<file path="config.mk">
export PLATFORM = sky130hd
export DESIGN_NAME = pxc_ctrl_regs
export DESIGN_NICKNAME = d
export VERILOG_FILES = /design/src/rtl/pxc_ctrl_regs.v /design/src/rtl/pxc_reg16.v
export VERILOG_INCLUDE_DIRS = /design/src /design/src/rtl
export SDC_FILE = /design/constraint.sdc
export NUM_CORES = 1
export LEC_CHECK = 0
export ABC_AREA = 1
export BUFFER_PORTS_ARGS = -buffer_cell sky130_fd_sc_hd__buf_2
export CAP_MARGIN = 20
export CORE_MARGIN = 2
export CORE_UTILIZATION = 55
export DETAILED_ROUTE_END_ITERATION = 8
export PLACE_DENSITY = 0.82
export SLEW_MARGIN = 20
export SYNTH_ARGS = -nofsm -noshare
export SYNTH_HDL_FRONTEND = slang
export SYNTH_SLANG_ARGS = --single-unit
</file>
<file path="constraint.sdc">
create_clock -name core_clk -period 1.5 [get_ports core_clk]
set_input_delay 0.375 -clock core_clk [delete_from_list [all_inputs] [get_ports core_clk]]
set_output_delay 0.375 -clock core_clk [all_outputs]
set_load 0.02 [all_outputs]
</file>
<file path="src/rtl/pxc_defs.vh">
// Register offsets, field positions and reset values for the control bank.
`ifndef PXC_DEFS_VH
`define PXC_DEFS_VH
`define PXC_ADDR_W 5
`define PXC_OFS_TENBT 5'h12
`define PXC_OFS_EXTA 5'h13
`define PXC_OFS_EXTB 5'h14
`define PXC_BIT_SQUELCH_INH 0
`define PXC_BIT_LINKLOSS_INH 1
`define PXC_BIT_SQE_INH 2
`define PXC_BIT_POL_INH 3
`define PXC_BIT_APD 0
`define PXC_BIT_TWISTED_PAIR_TRISTATE 7
`define PXC_BIT_XMANUAL 8
`define PXC_BIT_XAUTO 9
`define PXC_BIT_BANK_LO 11
`define PXC_BIT_BANK_HI 12
`define PXC_BIT_RFAULT 13
`define PXC_BIT_SPDSRC 14
`define PXC_BIT_NODE 15
`define PXC_BIT_FASTOFF 14
`define PXC_BIT_STRENH 15
`define PXC_BIT_LED4_LO 12
`define PXC_BIT_LED4_HI 13
// Edges after reset release before the straps are taken into the bank.
`define PXC_STRAP_WAIT 2'h2
// Writable bit masks; all other bits are read-only.
`define PXC_WMASK_TENBT 16'h000F
`define PXC_WMASK_EXTA 16'hDBFF
`define PXC_WMASK_EXTB 16'hFFFF
// Reset values; strap-loaded bits are overlaid after reset release.
`define PXC_RST_TENBT 16'h0000
`define PXC_RST_EXTA 16'h0201
`define PXC_RST_EXTB 16'h3000
`endif

</file>
<file path="src/rtl/pxc_ctrl_regs.v">
// Extended control register bank: three 16-bit registers and their controls.
//
// Summary of operation
// - Polarity inhibit set stops automatic receive polarity correction.
// - Heartbeat inhibit stops the SQE test, squelch inhibit stops squelch.
// - With link loss inhibit set the 10 Mb/s link always reports pass.
// - Speed source 0 uses the control speed bit, 1 the pin; strap reset.
// - Bank field steers upper addresses; 00 and 1x mean bank zero; reset 00.
// - Tri-state bit puts the twisted-pair line outputs in high impedance.
// - Auto power-down bit, reset one, lets the 100 Mb/s path power down.
// - Output strength bit, reset zero, selects enhanced low-voltage drive.
//
////////////////////////////////////////////////////////////////////////////
// Register map, as seen by the management entity.
// 0x12, ten-megabit operations:
//   [15:4] read as zero, owned by other logic; writes are ignored.
//   [3] receive polarity correction inhibit, reset 0.
//   [2] heartbeat test inhibit, reset 0.
//   [1] link loss inhibit, reset 0.
//   [0] squelch inhibit, reset 0.
// 0x13, extended control A:
//   [15] repeater mode, loaded from a strap after reset.
//   [14] speed source select, loaded from a strap after reset.
//   [13] remote fault, the live synchronised status, read only.
//   [12:11] bank select, reset 00; only code 01 selects bank one.
//   [10] reserved, reads zero, read only.
//   [9] crossover automatic enable, reset 1.
//   [8] crossover manual select, reset 0.
//   [7] twisted-pair tri-state, reset 0.
//   [6:1] reserved storage, reset 0.
//   [0] automatic 100 Mb/s power-down, reset 1.
// 0x14, extended control B:
//   [15] enhanced output strength, reset 0.
//   [14] fast-off enable, reset 0.
//   [13:12] LED4 mode, reset 11.
//   [11:0] stored here for the LED logic elsewhere, reset per constant.
// Any other address reads zero and ignores writes.
//
// Read data is registered, so it follows the address by one clock; a
// master must hold the address across one edge before it takes the data.
// This costs a cycle of latency but keeps the wide read mux off the
// output timing path.
//
// Straps are sampled only once after reset, so a strap that moves later
// has no effect until the next reset. A write in the same cycle as the
// strap load wins, so software written from then on is never overridden.
////////////////////////////////////////////////////////////////////////////
`include "pxc_defs.vh"
module pxc_ctrl_regs (
    input wire core_clk,
    input wire nrst,
    input wire [4:0] reg_addr,
    input wire reg_wr,
    input wire [15:0] reg_wdata,
    output reg [15:0] reg_rdata,
    input wire ctl_speed_bit,
    input wire speed_pin,
    input wire strap_speed_src,
    input wire strap_node_mode,
    input wire link_pulse_ok,
    input wire remote_fault,
    output wire polarity_autocorrect_en,
    output wire sqe_test_en,
    output wire squelch_en,
    output wire link_pass,
    output wire speed_100,
    output wire [1:0] bank_sel,
    output wire bank_is_one,
    output wire twisted_pair_tristate,
    output wire crossover_auto_enable,
    output wire crossover_manual_select,
    output wire repeater_mode,
    output wire auto_pd_100_en,
    output wire drive_enhance,
    output wire fast_off_en,
    output wire [1:0] led4_mode
);
    ////////////////////////////////////////////////////////////////////////
    // Pin synchronisers: speed pin, straps and live status are asynchronous.
    reg [4:0] sync1_q;
    reg [4:0] sync2_q;
    always @(posedge core_clk or negedge nrst) begin
        if (!nrst) begin
            sync1_q <= 5'h00;
            sync2_q <= 5'h00;
        end else begin
            sync1_q <= {remote_fault, link_pulse_ok, strap_node_mode,
                        strap_speed_src, speed_pin};
            sync2_q <= sync1_q;
        end
    end

    // Named views of the second synchroniser stage; nothing reads the first.
    wire speed_pin_s;
    wire strap_speed_src_s;
    wire strap_node_mode_s;
    wire link_pulse_ok_s;
    wire remote_fault_s;
    assign speed_pin_s = sync2_q[0];
    assign strap_speed_src_s = sync2_q[1];
    assign strap_node_mode_s = sync2_q[2];
    assign link_pulse_ok_s = sync2_q[3];
    assign remote_fault_s = sync2_q[4];

    // Straps are captured once, on the third edge after reset release, so
    // the asynchronous reset itself only loads constants.
    reg strap_done_q;
    reg [1:0] strap_wait_q;
    wire strap_load;
    assign strap_load = !strap_done_q && (strap_wait_q == `PXC_STRAP_WAIT);
    always @(posedge core_clk or negedge nrst) begin
        if (!nrst) begin
            strap_done_q <= 1'b0;
            strap_wait_q <= 2'h0;
        end else begin
            if (strap_wait_q != `PXC_STRAP_WAIT)
                strap_wait_q <= strap_wait_q + 2'h1;
            if (strap_load)
                strap_done_q <= 1'b1;
        end
    end

    ////////////////////////////////////////////////////////////////////////
    // Write strobes, one per register address.
    wire wr_tenbt;
    wire wr_exta;
    wire wr_extb;
    assign wr_tenbt = reg_wr && (reg_addr == `PXC_OFS_TENBT);
    assign wr_exta = reg_wr && (reg_addr == `PXC_OFS_EXTA);
    assign wr_extb = reg_wr && (reg_addr == `PXC_OFS_EXTB);

    ////////////////////////////////////////////////////////////////////////
    // Register instances.
    wire [15:0] tenbt_q;
    wire [15:0] exta_q;
    wire [15:0] extb_q;
    wire [15:0] exta_strap_mask;
    wire [15:0] exta_strap_val;
    assign exta_strap_mask = (16'h0001 << `PXC_BIT_SPDSRC)
                           | (16'h0001 << `PXC_BIT_NODE);
    assign exta_strap_val = ({15'h0000, strap_speed_src_s} << `PXC_BIT_SPDSRC)
                          | ({15'h0000, strap_node_mode_s} << `PXC_BIT_NODE);

    pxc_reg16 #(.RST_VAL(`PXC_RST_TENBT), .WMASK(`PXC_WMASK_TENBT)) u_tenbt (
        .core_clk(core_clk),
        .nrst(nrst),
        .wr_en(wr_tenbt),
        .wr_data(reg_wdata),
        .strap_load(1'b0),
        .strap_mask(16'h0000),
        .strap_val(16'h0000),
        .val_q(tenbt_q)
    );

    pxc_reg16 #(.RST_VAL(`PXC_RST_EXTA), .WMASK(`PXC_WMASK_EXTA)) u_exta (
        .core_clk(core_clk),
        .nrst(nrst),
        .wr_en(wr_exta),
        .wr_data(reg_wdata),
        .strap_load(strap_load),
        .strap_mask(exta_strap_mask),
        .strap_val(exta_strap_val),
        .val_q(exta_q)
    );

    pxc_reg16 #(.RST_VAL(`PXC_RST_EXTB), .WMASK(`PXC_WMASK_EXTB)) u_extb (
        .core_clk(core_clk),
        .nrst(nrst),
        .wr_en(wr_extb),
        .wr_data(reg_wdata),
        .strap_load(1'b0),
        .strap_mask(16'h0000),
        .strap_val(16'h0000),
        .val_q(extb_q)
    );

    ////////////////////////////////////////////////////////////////////////
    // Read path. Bits 15:4 of the first register belong to other logic and
    // read as zero here; the remote fault bit shows the live status.
    wire [15:0] exta_view;
    assign exta_view = (exta_q & `PXC_WMASK_EXTA)
                     | ({15'h0000, remote_fault_s} << `PXC_BIT_RFAULT);
    always @(posedge core_clk or negedge nrst) begin
        if (!nrst)
            reg_rdata <= 16'h0000;
        else begin
            case (reg_addr)
                `PXC_OFS_TENBT: reg_rdata <= tenbt_q & `PXC_WMASK_TENBT;
                `PXC_OFS_EXTA: reg_rdata <= exta_view;
                `PXC_OFS_EXTB: reg_rdata <= extb_q;
                default: reg_rdata <= 16'h0000;
            endcase
        end
    end

    ////////////////////////////////////////////////////////////////////////
    // Control outputs.
    assign polarity_autocorrect_en = !tenbt_q[`PXC_BIT_POL_INH];
    assign sqe_test_en = !tenbt_q[`PXC_BIT_SQE_INH];
    assign squelch_en = !tenbt_q[`PXC_BIT_SQUELCH_INH];
    assign link_pass = tenbt_q[`PXC_BIT_LINKLOSS_INH] | link_pulse_ok_s;
    assign speed_100 = exta_q[`PXC_BIT_SPDSRC] ? speed_pin_s
                                               : ctl_speed_bit;
    assign bank_sel = exta_q[`PXC_BIT_BANK_HI:`PXC_BIT_BANK_LO];
    // Only code 01 selects bank one; 00 and 1x both fall to bank zero.
    assign bank_is_one = (bank_sel == 2'h1);
    assign twisted_pair_tristate = exta_q[`PXC_BIT_TWISTED_PAIR_TRISTATE];
    assign crossover_auto_enable = exta_q[`PXC_BIT_XAUTO];
    assign crossover_manual_select = exta_q[`PXC_BIT_XMANUAL];
    assign repeater_mode = exta_q[`PXC_BIT_NODE];
    assign auto_pd_100_en = exta_q[`PXC_BIT_APD];
    assign drive_enhance = extb_q[`PXC_BIT_STRENH];
    assign fast_off_en = extb_q[`PXC_BIT_FASTOFF];
    assign led4_mode = extb_q[`PXC_BIT_LED4_HI:`PXC_BIT_LED4_LO];
endmodule

</file>
<file path="src/rtl/pxc_reg16.v">
// One 16-bit management register with per-bit write mask and strap load.
module pxc_reg16 #(
    parameter [15:0] RST_VAL = 16'h0000,
    parameter [15:0] WMASK = 16'hFFFF
) (
    input wire core_clk,
    input wire nrst,
    input wire wr_en,
    input wire [15:0] wr_data,
    input wire strap_load,
    input wire [15:0] strap_mask,
    input wire [15:0] strap_val,
    output reg [15:0] val_q
);
    reg [15:0] val_d;

    always @* begin
        val_d = val_q;
        if (strap_load)
            val_d = (val_q & ~strap_mask) | (strap_val & strap_mask);
        if (wr_en)
            val_d = (val_q & ~WMASK) | (wr_data & WMASK);
    end

    always @(posedge core_clk or negedge nrst) begin
        if (!nrst)
            val_q <= RST_VAL;
        else
            val_q <= val_d;
    end
endmodule

</file>
**After elaboration in Yosys (flattened, before gate mapping)**

Index checks and enable logic that the tools add are counted.

- Register bits: 77
- Bits in latches: 0
- Memory bits (writable): 0
- ROM bits: 0
- Input port bits: 30
- Output and inout port bits: 33
- Logic and storage cells: 34
- Memories kept: 0

- Add/subtract/negate cells: 1
- Multiply operators: 0
- Div/mod/pow operators: 0
- Magnitude comparators: 0
- Equality and inequality tests: 6
- Shift operators: 0
- Multiplexer cells: 4
- Bitwise gates (word level): 6
- Reduce and logical (&&, ||, !) cells: 9

Operators by type and width:

| kind | number |
|---|---|
| 16-bit one-hot mux with 3 select lines | 1 |
| 16-bit 2-to-1 mux | 2 |
| 14-bit by 16-bit OR with 16-bit output | 2 |
| 15-bit by 16-bit OR with 16-bit output | 1 |
| 16-bit by 14-bit OR with 16-bit output | 1 |
| 16-bit by 4-bit OR with 16-bit output | 1 |
| 5-bit equality test (second input constant) | 3 |
| 1-bit logical AND | 4 |
| 1-bit logical NOT | 4 |
| 2-bit by 1-bit adder with 2-bit output (second input constant) | 1 |
| 2-bit by 1-bit equality test with 1-bit output (second input constant) | 1 |
| 2-bit equality test (second input constant) | 1 |
| 2-bit inequality test (second input constant) | 1 |
| 2-bit nonzero test | 1 |
| 1-bit 2-to-1 mux | 1 |
| 1-bit OR | 1 |

**Longest topological paths before layout**

Gate-level depths: netlist of run 1.

- Word-level depth: 4
- Gate-level depth with buffers: 7
- Depth with buffers taken out: 6

**Cells and area by module**

A second synthesis of run 1 with hierarchy kept.

- Cell total of the unflattened synthesis: 594
- Area total of the unflattened synthesis: 4282.9 um2

By module, submodules not included:

| module | instances | cells an instance | area each (um2) | seq. area each (um2) |
|---|---|---|---|---|
| pxc_ctrl_regs | 1 | 117 | 1249.9 | 725.7 |
| pxc_reg16 (u_extb) | 1 | 170 | 1056.0 | 402.9 |
| pxc_reg16 (u_exta) | 1 | 164 | 1012.2 | 402.9 |
| pxc_reg16 (u_tenbt) | 1 | 143 | 964.7 | 400.4 |

**Least setup slack after synthesis of run 1**

Ideal clock, no wire load.

- Kind: input -> register
- From: input reg_addr[4]
- To: register u_extb.val_q[14]
- Library setup time: 126 ps
- Arrival time: 1027 ps
- Data required time: 1374 ps
- Setup slack: 347 ps
- Stages on the path: 6
- Path buffers: 1
- Cells stage by stage: inv_1 -> nor2_4 -> nand3_4 -> nor2_8 -> buf_6 -> o21ai_0

- Cells in the longest elaborated chain, start to end: 2

RTL lines:

| item | line | RTL |
|---|---|---|
| from (decl) | pxc_ctrl_regs.v:52 | `input wire [4:0] reg_addr,` |
| 5-bit equality test | n/a |  |
| 1-bit logical AND | pxc_ctrl_regs.v:130 | `` assign wr_extb = reg_wr && (reg_addr == `PXC_OFS_EXTB); `` |
| to (signal assigned) | pxc_reg16.v:29 | `val_q <= val_d;` |
| to (decl) | pxc_reg16.v:13 | `output reg [15:0] val_q` |

No other way between the ends.
A chain may end at the register's enable or synchronous reset.

**Worst setup path after layout of run 1**

- From: register u_exta.val_q[14]
- To: output speed_100

- Cells in the longest elaborated chain, start to end: 1

RTL lines:

| item | line | RTL |
|---|---|---|
| from (decl) | pxc_reg16.v:13 |  |
| from (signal assigned) | pxc_reg16.v:29 |  |
| 1-bit 2-to-1 mux | pxc_ctrl_regs.v:202 | `` assign speed_100 = exta_q[`PXC_BIT_SPDSRC] ? speed_pin_s `` |
| to (decl) | pxc_ctrl_regs.v:66 | `output wire speed_100,` |

No other way between the ends.

==> results of run 1 <==
==> final cells by class <==
cell class	count	area [µm²]
inverter	32	120
fill	330	1300
tap	52	65.1
sequential	63	1580
clock inverter	1	5.00
multi-input combinational	133	704
clock buffer	14	153
timing repair buffer	74	425
==> kinds of logic after synthesis <==
kind of cell    share of synthesized area
xor+xnor                          0.00354
simple gates                        0.172
fa+ha+maj                         0.00506
mux                               0.00455
buf+inv                            0.0779
compound gates                     0.0972
flops                               0.640
==> registers in the layout, indices dropped and copies added (netlist names) <==
name	cells
strap_done_q	1
strap_wait_q	2
u_exta.val_q	14
u_tenbt.val_q	4
sync2_q	5
u_extb.val_q	16
sync1_q	5
reg_rdata	16
==> placed cells by master, fill, tap and decap left out, drive strengths merged <==
| cell | count |
|---|---|
| buf | 74 |
| nand2 | 62 |
| nand3 | 9 |
| clkbuf | 14 |
| nand4 | 5 |
| dfrtp | 59 |
| mux2 | 1 |
| ha | 1 |
| or2 | 1 |
| nor2 | 9 |
| xnor2 | 1 |
| o22ai | 8 |
| o211ai | 4 |
| o21ai | 32 |
| dfstp | 4 |
| clkinv | 1 |
| inv | 32 |
==> per-stage QoR <==
step | utilization | TNS [ns]
final | 0.701 | -0.0488
after detailed placement | 0.659 | -1.00
after CTS | 0.701 | -0.0625
after floorplan | - | 0
after global placement | 0.659 | -0.446
after global routing | 0.701 | -0.0830
==> what timing repair did <==
action	in CTS	in global routing
endpoints found under the setup margin	2	1
cloned	0	0
buffers inserted	1	0
resized for setup	6	0
==> power groups by stage <==
stage | Sequential (mW) | Clock [mW] | Combinational [mW]
2_1_floorplan | 2.13 | 0 | 0.357
3_3_place_gp | 2.07 | 0 | 0.652
3_5_place_dp | 2.07 | 0 | 0.669
4_1_cts | 2.05 | 1.23 | 0.704
5_1_grt | 2.06 | 1.31 | 0.765
6_report | 2.04 | 1.22 | 0.694
==> layer usage <==
| metal | vias up | wire [µm] | global-route usage |
|---|---|---|---|
| met5 | - | 0 | 0 |
| met4 | 0 | 119 | 0.126 |
| met3 | 10 | 230 | 0.0499 |
| met2 | 57 | 2390 | 0.327 |
| met1 | 863 | 2130 | 0.283 |
| li1 | 910 | - | - |
==> final timing paths <==
path	from	to	slack, ns	cells past startpoint
setup / recovery	u_exta.val_q[14]$_DFFE_PN0P_	speed_100	-0.05	2
hold / removal	nrst	u_extb.val_q[7]$_DFFE_PN0P_	0.03	2
setup reg to reg	strap_wait_q[0]$_DFFE_PN0P_	u_exta.val_q[15]$_DFFE_PN0P_	0.41	5
max in group asynchronous	nrst	u_exta.val_q[0]$_DFFE_PN1P_	1.15	2
hold reg to reg	sync1_q[1]$_DFF_PN0_	sync2_q[1]$_DFF_PN0_	0.35	0
min in group core_clk	speed_pin	sync1_q[0]$_DFF_PN0_	0.14	1
==> run_results.csv, run 1 <==
group,metric,value,unit
sta,worstMarginPinSlew,0.707,ns
layout,final_area,0.00305,mm²
clocking,clock_latency,0.33,ns
layout,finalNetCount,344,
critical_path,critical_path.cell_chain,"mux2_4 -> buf_6",
critical_path,cp_data_arrival_time,1.17,ns
power,seqPwrFrac,0.517,
clocking,postCtsHoldBufs,0,
clocking,root_buffer,"clkbuf_8",
critical_path,critPathMaxStageDelay,0.40,ns
sta,rsz0062_at_grt,"true",
layout,n_antenna_cell,0,
yosys,synth_top_area_frac,0.597,
status,violations,"negative setup slack",
power,total_power,3.95,mW
grt,antenna_found_initial,0,
sta,setup_ws,-0.0488,ns
critical_path,cpLargestDelayFamily,"flip-flops",
yosys,syn_avg_cell_area,10.4,µm²
yosys,yosys_most_used_dff,"dfrtp_1",
critical_path,critPathCaptureType,"primary output",
clocking,cts_tree,"built",
layout,syn_to_final_growth,23.5,%
sta,hold_ws,0.0306,ns
placed_design,io_buffers,62,
power,pwr-share-clk,0.308,
sta,maxSlewViolCount,0,
power,p_sw,1.11,mW
yosys,ys_seq_area_frac,0.640,
critical_path,slowest_stage,"dfrtp_1",
sta,max-slew-margin-rel,0.528,
yosys,synth-edff-count,0,
grt,grt_usage,0.215,
min_path,hold_path.class,"in -> async",
clocking,cts_buffers,9,
floorplanning,die_y,71.0,µm
critical_path,critPathKind,"reg -> out",
detailed_routing,drt-pass1-iter-count,4,
layout,drive_above_1_share,0.315,
yosys,synthTopCellsByArea,"dfrtp_1, nand2_1, o21ai_0",
floorplanning,dieArea,0.00505,mm²
yosys,yosysTopAreaCell,"dfrtp_1",
yosys,async_flop_share,1.00,
yosys,synthTopCellsByCount,"nand2_1, dfrtp_1, inv_1, o21ai_0, o22ai_1",
placed_design,hpwl,3400,µm
sta,skew,0.00467,ns
sta,fmax,0.646,GHz
detailed_routing,via_count,1840,
yosys,yosysWarnings,0,
critical_path,critical_path_required,1.12,ns
detailed_routing,via_per_inst,4.99,
power,internal-power,2.84,mW
layout,finalNonFillerCells,369,
sta,hold_viol_final,0,
floorplanning,pin_count,63,
critical_path,critPathLaunchType,"register",
yosys,synth.most_common_cell,"nand2_1",
sta,layout_min_cycle_time,1.55,ns
detailed_routing,drt_first_iter_violations,143,
detailed_routing,wl_per_cell,13.2,µm
critical_path,crit_buf_inv,1,
detailed_routing,ant_nets,0,
clocking,path_clk_slew,0.06,ns
sta,finalCritPeriodShare,1.03,
yosys,ys_ff_latch,63,
placed_design,place_inst,353,
grt,grt_max_degree,64,
placed_design,place_area,0.00287,mm²
status,status,"finished, violations left",
floorplanning,dieWidth,71.0,µm
placed_design,gp_congestion,0.868,
clocking,cts_max_level,3,
floorplanning,core_area,0.00435,mm²
placed_design,pre_cts_ws,-0.111,ns
clocking,clockBufferDepth,2,
job,drv_cap,0,
power,comb_power_share,0.176,
yosys,yosysUniqueCellTypes,22,
grt,grt_pass1_vias,1771,
grt,grt_pass1_wl,8110,µm
power,p_per_area,1290,mW/mm²
sta,setup_viol,1,
floorplanning,fp-row-count,24,
grt,overflow,0,
yosys,netlist_instances,237,
yosys,syn_area,0.00247,mm²
critical_path,path_max_fanout,2,
power,leakagePower,1.60,nW
detailed_routing,wirelength,4870,µm
power,switching_share,0.282,
yosys,synth_fp_nets,268,
floorplanning,start_util,0.568,
clocking,cts.sink_count,63,
detailed_routing,drc_errors,0,
power,peakVddDrop,0.000847,V
No activity file was read; power rests on OpenSTA's default activity.
==> run 2: changes to the inputs <==
--- a/config.mk
+++ b/config.mk
@@ -10,9 +10,8 @@
 export BUFFER_PORTS_ARGS = -buffer_cell sky130_fd_sc_hd__buf_2
 export CAP_MARGIN = 20
 export CORE_MARGIN = 2
-export CORE_UTILIZATION = 55
+export CORE_UTILIZATION = 40
 export DETAILED_ROUTE_END_ITERATION = 8
-export PLACE_DENSITY = 0.82
 export SLEW_MARGIN = 20
 export SYNTH_ARGS = -nofsm -noshare
 export SYNTH_HDL_FRONTEND = slang
==> run 2 against run 1 <==
The flow still finishes with violations (negative setup slack). Critical endpoint unchanged. Power decreased by 0.14%. Utilization decreased by 19 points. Flip-flop and latch count unchanged.
==> run_results.csv, run 2 (synthesis results as in run 1) <==
group,metric,value,unit
clocking,cts.sink_count,63,
floorplanning,pin_count,63,
power,peakVddDrop,0.000681,V
layout,finish.utilization,0.513,
critical_path,critPathLaunchType,"register",
sta,maxSlewViolCount,0,
grt,grt.busiest_layer,"met2",
grt,grt_util_met1,0.239,
grt,grt_pass1_vias,1750,
layout,n_antenna_cell,0,
grt,use_met2,0.241,
grt,grtUsageMet3,0.0511,
grt,grt_usage,0.173,
critical_path,critPathKind,"reg -> out",
critical_path,path_max_fanout,2,
critical_path,r2r_cells,5,
power,leakagePower,1.58,nW
power,total_power,3.94,mW
critical_path,critical_path_required,1.12,ns
clocking,cts_tree,"built",
clocking,cts_buffers,9,
grt,grt_pass1_wl,8420,µm
power,p_per_area,1290,mW/mm²
floorplanning,core_area,0.00596,mm²
detailed_routing,drt-pass1-iter-count,4,
power,p_sw,1.13,mW
layout,drive_above_1_share,0.309,
sta,setup_ws,-0.0519,ns
layout,syn_to_final_growth,23.6,%
sta,skew,0.00744,ns
placed_design,gp_congestion,0.784,
detailed_routing,via_count,1794,
critical_path,cp_data_arrival_time,1.18,ns
detailed_routing,wirelength,5080,µm
grt,overflow,0,
placed_design,io_buffers,62,
power,internal-power,2.81,mW
placed_design,place_inst,371,
layout,layout_commonest_cell,"nand2_1",
min_path,hold_path.class,"in -> async",
detailed_routing,via_per_inst,4.65,
sta,max-slew-margin-rel,0.759,
detailed_routing,ant_nets,0,
layout,fillers,561,
clocking,postCtsHoldBufs,0,
floorplanning,die_y,82.6,µm
layout,multi_input_area,704,µm²
detailed_routing,drt_first_iter_violations,100,
clocking,cts_max_level,3,
clocking,clock_latency,0.34,ns
floorplanning,dieArea,0.00683,mm²
layout,finalNetCount,339,
power,switching_share,0.287,
critical_path,critPathCaptureType,"primary output",
clocking,clockBufferDepth,2,
layout,finalNonFillerCells,386,
floorplanning,start_util,0.415,
sta,hold_viol_final,0,
layout,reg_top3,"reg_rdata (16), u_extb.val_q (16), u_exta.val_q (14)",
layout,register_area,0.00158,mm²
floorplanning,dieWidth,82.6,µm
sta,hold_ws,0.0302,ns
status,violations,"negative setup slack",
clocking,path_clk_slew,0.06,ns
sta,setup_viol,1,
detailed_routing,drc_errors,0,
power,pwr-share-clk,0.309,
sta,fmax,0.644,GHz
placed_design,hpwl,3500,µm
sta,fin_setup_tns,-0.0519,ns
floorplanning,fp-row-count,28,
layout,mostFrequentLayoutCells,"nand2_1, buf_2, dfrtp_1, inv_1, o21ai_0",
detailed_routing,wl_per_cell,13.2,µm
sta,worstMarginPinSlew,0.362,ns
power,seqPwrFrac,0.519,
grt,antenna_found_initial,0,
clocking,root_buffer,"clkbuf_8",
sta,layout_min_cycle_time,1.55,ns
job,drv_cap,0,
grt,grt_max_degree,64,
status,status,"finished, violations left",
sta,rsz0062_at_grt,"true",
sta,finalCritPeriodShare,1.03,
power,comb_power_share,0.172,
## run 2: stage by stage
step	worst slack [ns]	instance area, µm²
after global placement	0.0738	2870
final	-0.0519	3060
after floorplan	0.347	2470
after CTS	-0.0708	3060
after detailed placement	0.0811	2870
after global routing	-0.0970	3060
## run 2: metal layers
layer / part of all wire / vias to the layer above / wire length [µm]
met2: 0.47 / 48 / 2400
met1: 0.44 / 837 / 2260
met3: 0.054 / 10 / 274
met4: 0.028 / 0 / 140
li1: - / 899 / -
met5: 0 / - / 0
## run 2: layout make-up
class	count	share of cell area
repair buffers	69	0.131
well taps	75	0.0307
flip-flops and latches	63	0.518
clock inverters	2	0.00328
clock buffers	12	0.0475
inverters	32	0.0393
multi-input cells	133	0.231
## run 2: what timing repair did
action / CTS / global route
pin swaps: 1 / 0
endpoints found under the hold margin: 0 / 0
endpoints found under the setup margin: 2 / 2
gates resized for setup: 6 / 0
buffers inserted: 1 / 0
## run 2: critical path, cell delays in order, from the launching register on
cell and delay (ns):
dfrtp_1 0.40, mux2_4 0.31, buf_6 0.13
## run 2: power by group through the flow
stage / clock [mW] / combinational, mW / sequential [mW]
2_1_floorplan: 0 / 0.357 / 2.13
3_3_place_gp: 0 / 0.648 / 2.07
3_5_place_dp: 0 / 0.659 / 2.08
4_1_cts: 1.25 / 0.691 / 2.05
5_1_grt: 1.32 / 0.763 / 2.08
6_report: 1.22 / 0.679 / 2.05
## run 2: path summary, 6_finish.rpt
check                                                     to  slack, ns                          from
worst max-delay path                               speed_100      -0.05  u_exta.val_q[14]$_DFFE_PN0P_
worst min-delay path                  reg_rdata[7]$_DFF_PN0_       0.03                          nrst
worst max register to register  u_exta.val_q[15]$_DFFE_PN0P_       0.38   strap_wait_q[0]$_DFFE_PN0P_
worst min register to register          sync2_q[3]$_DFF_PN0_       0.35          sync1_q[3]$_DFF_PN0_
max in group asynchronous       u_extb.val_q[13]$_DFFE_PN1P_       1.15                          nrst
min in group core_clk                   sync1_q[4]$_DFF_PN0_       0.14                  remote_fault
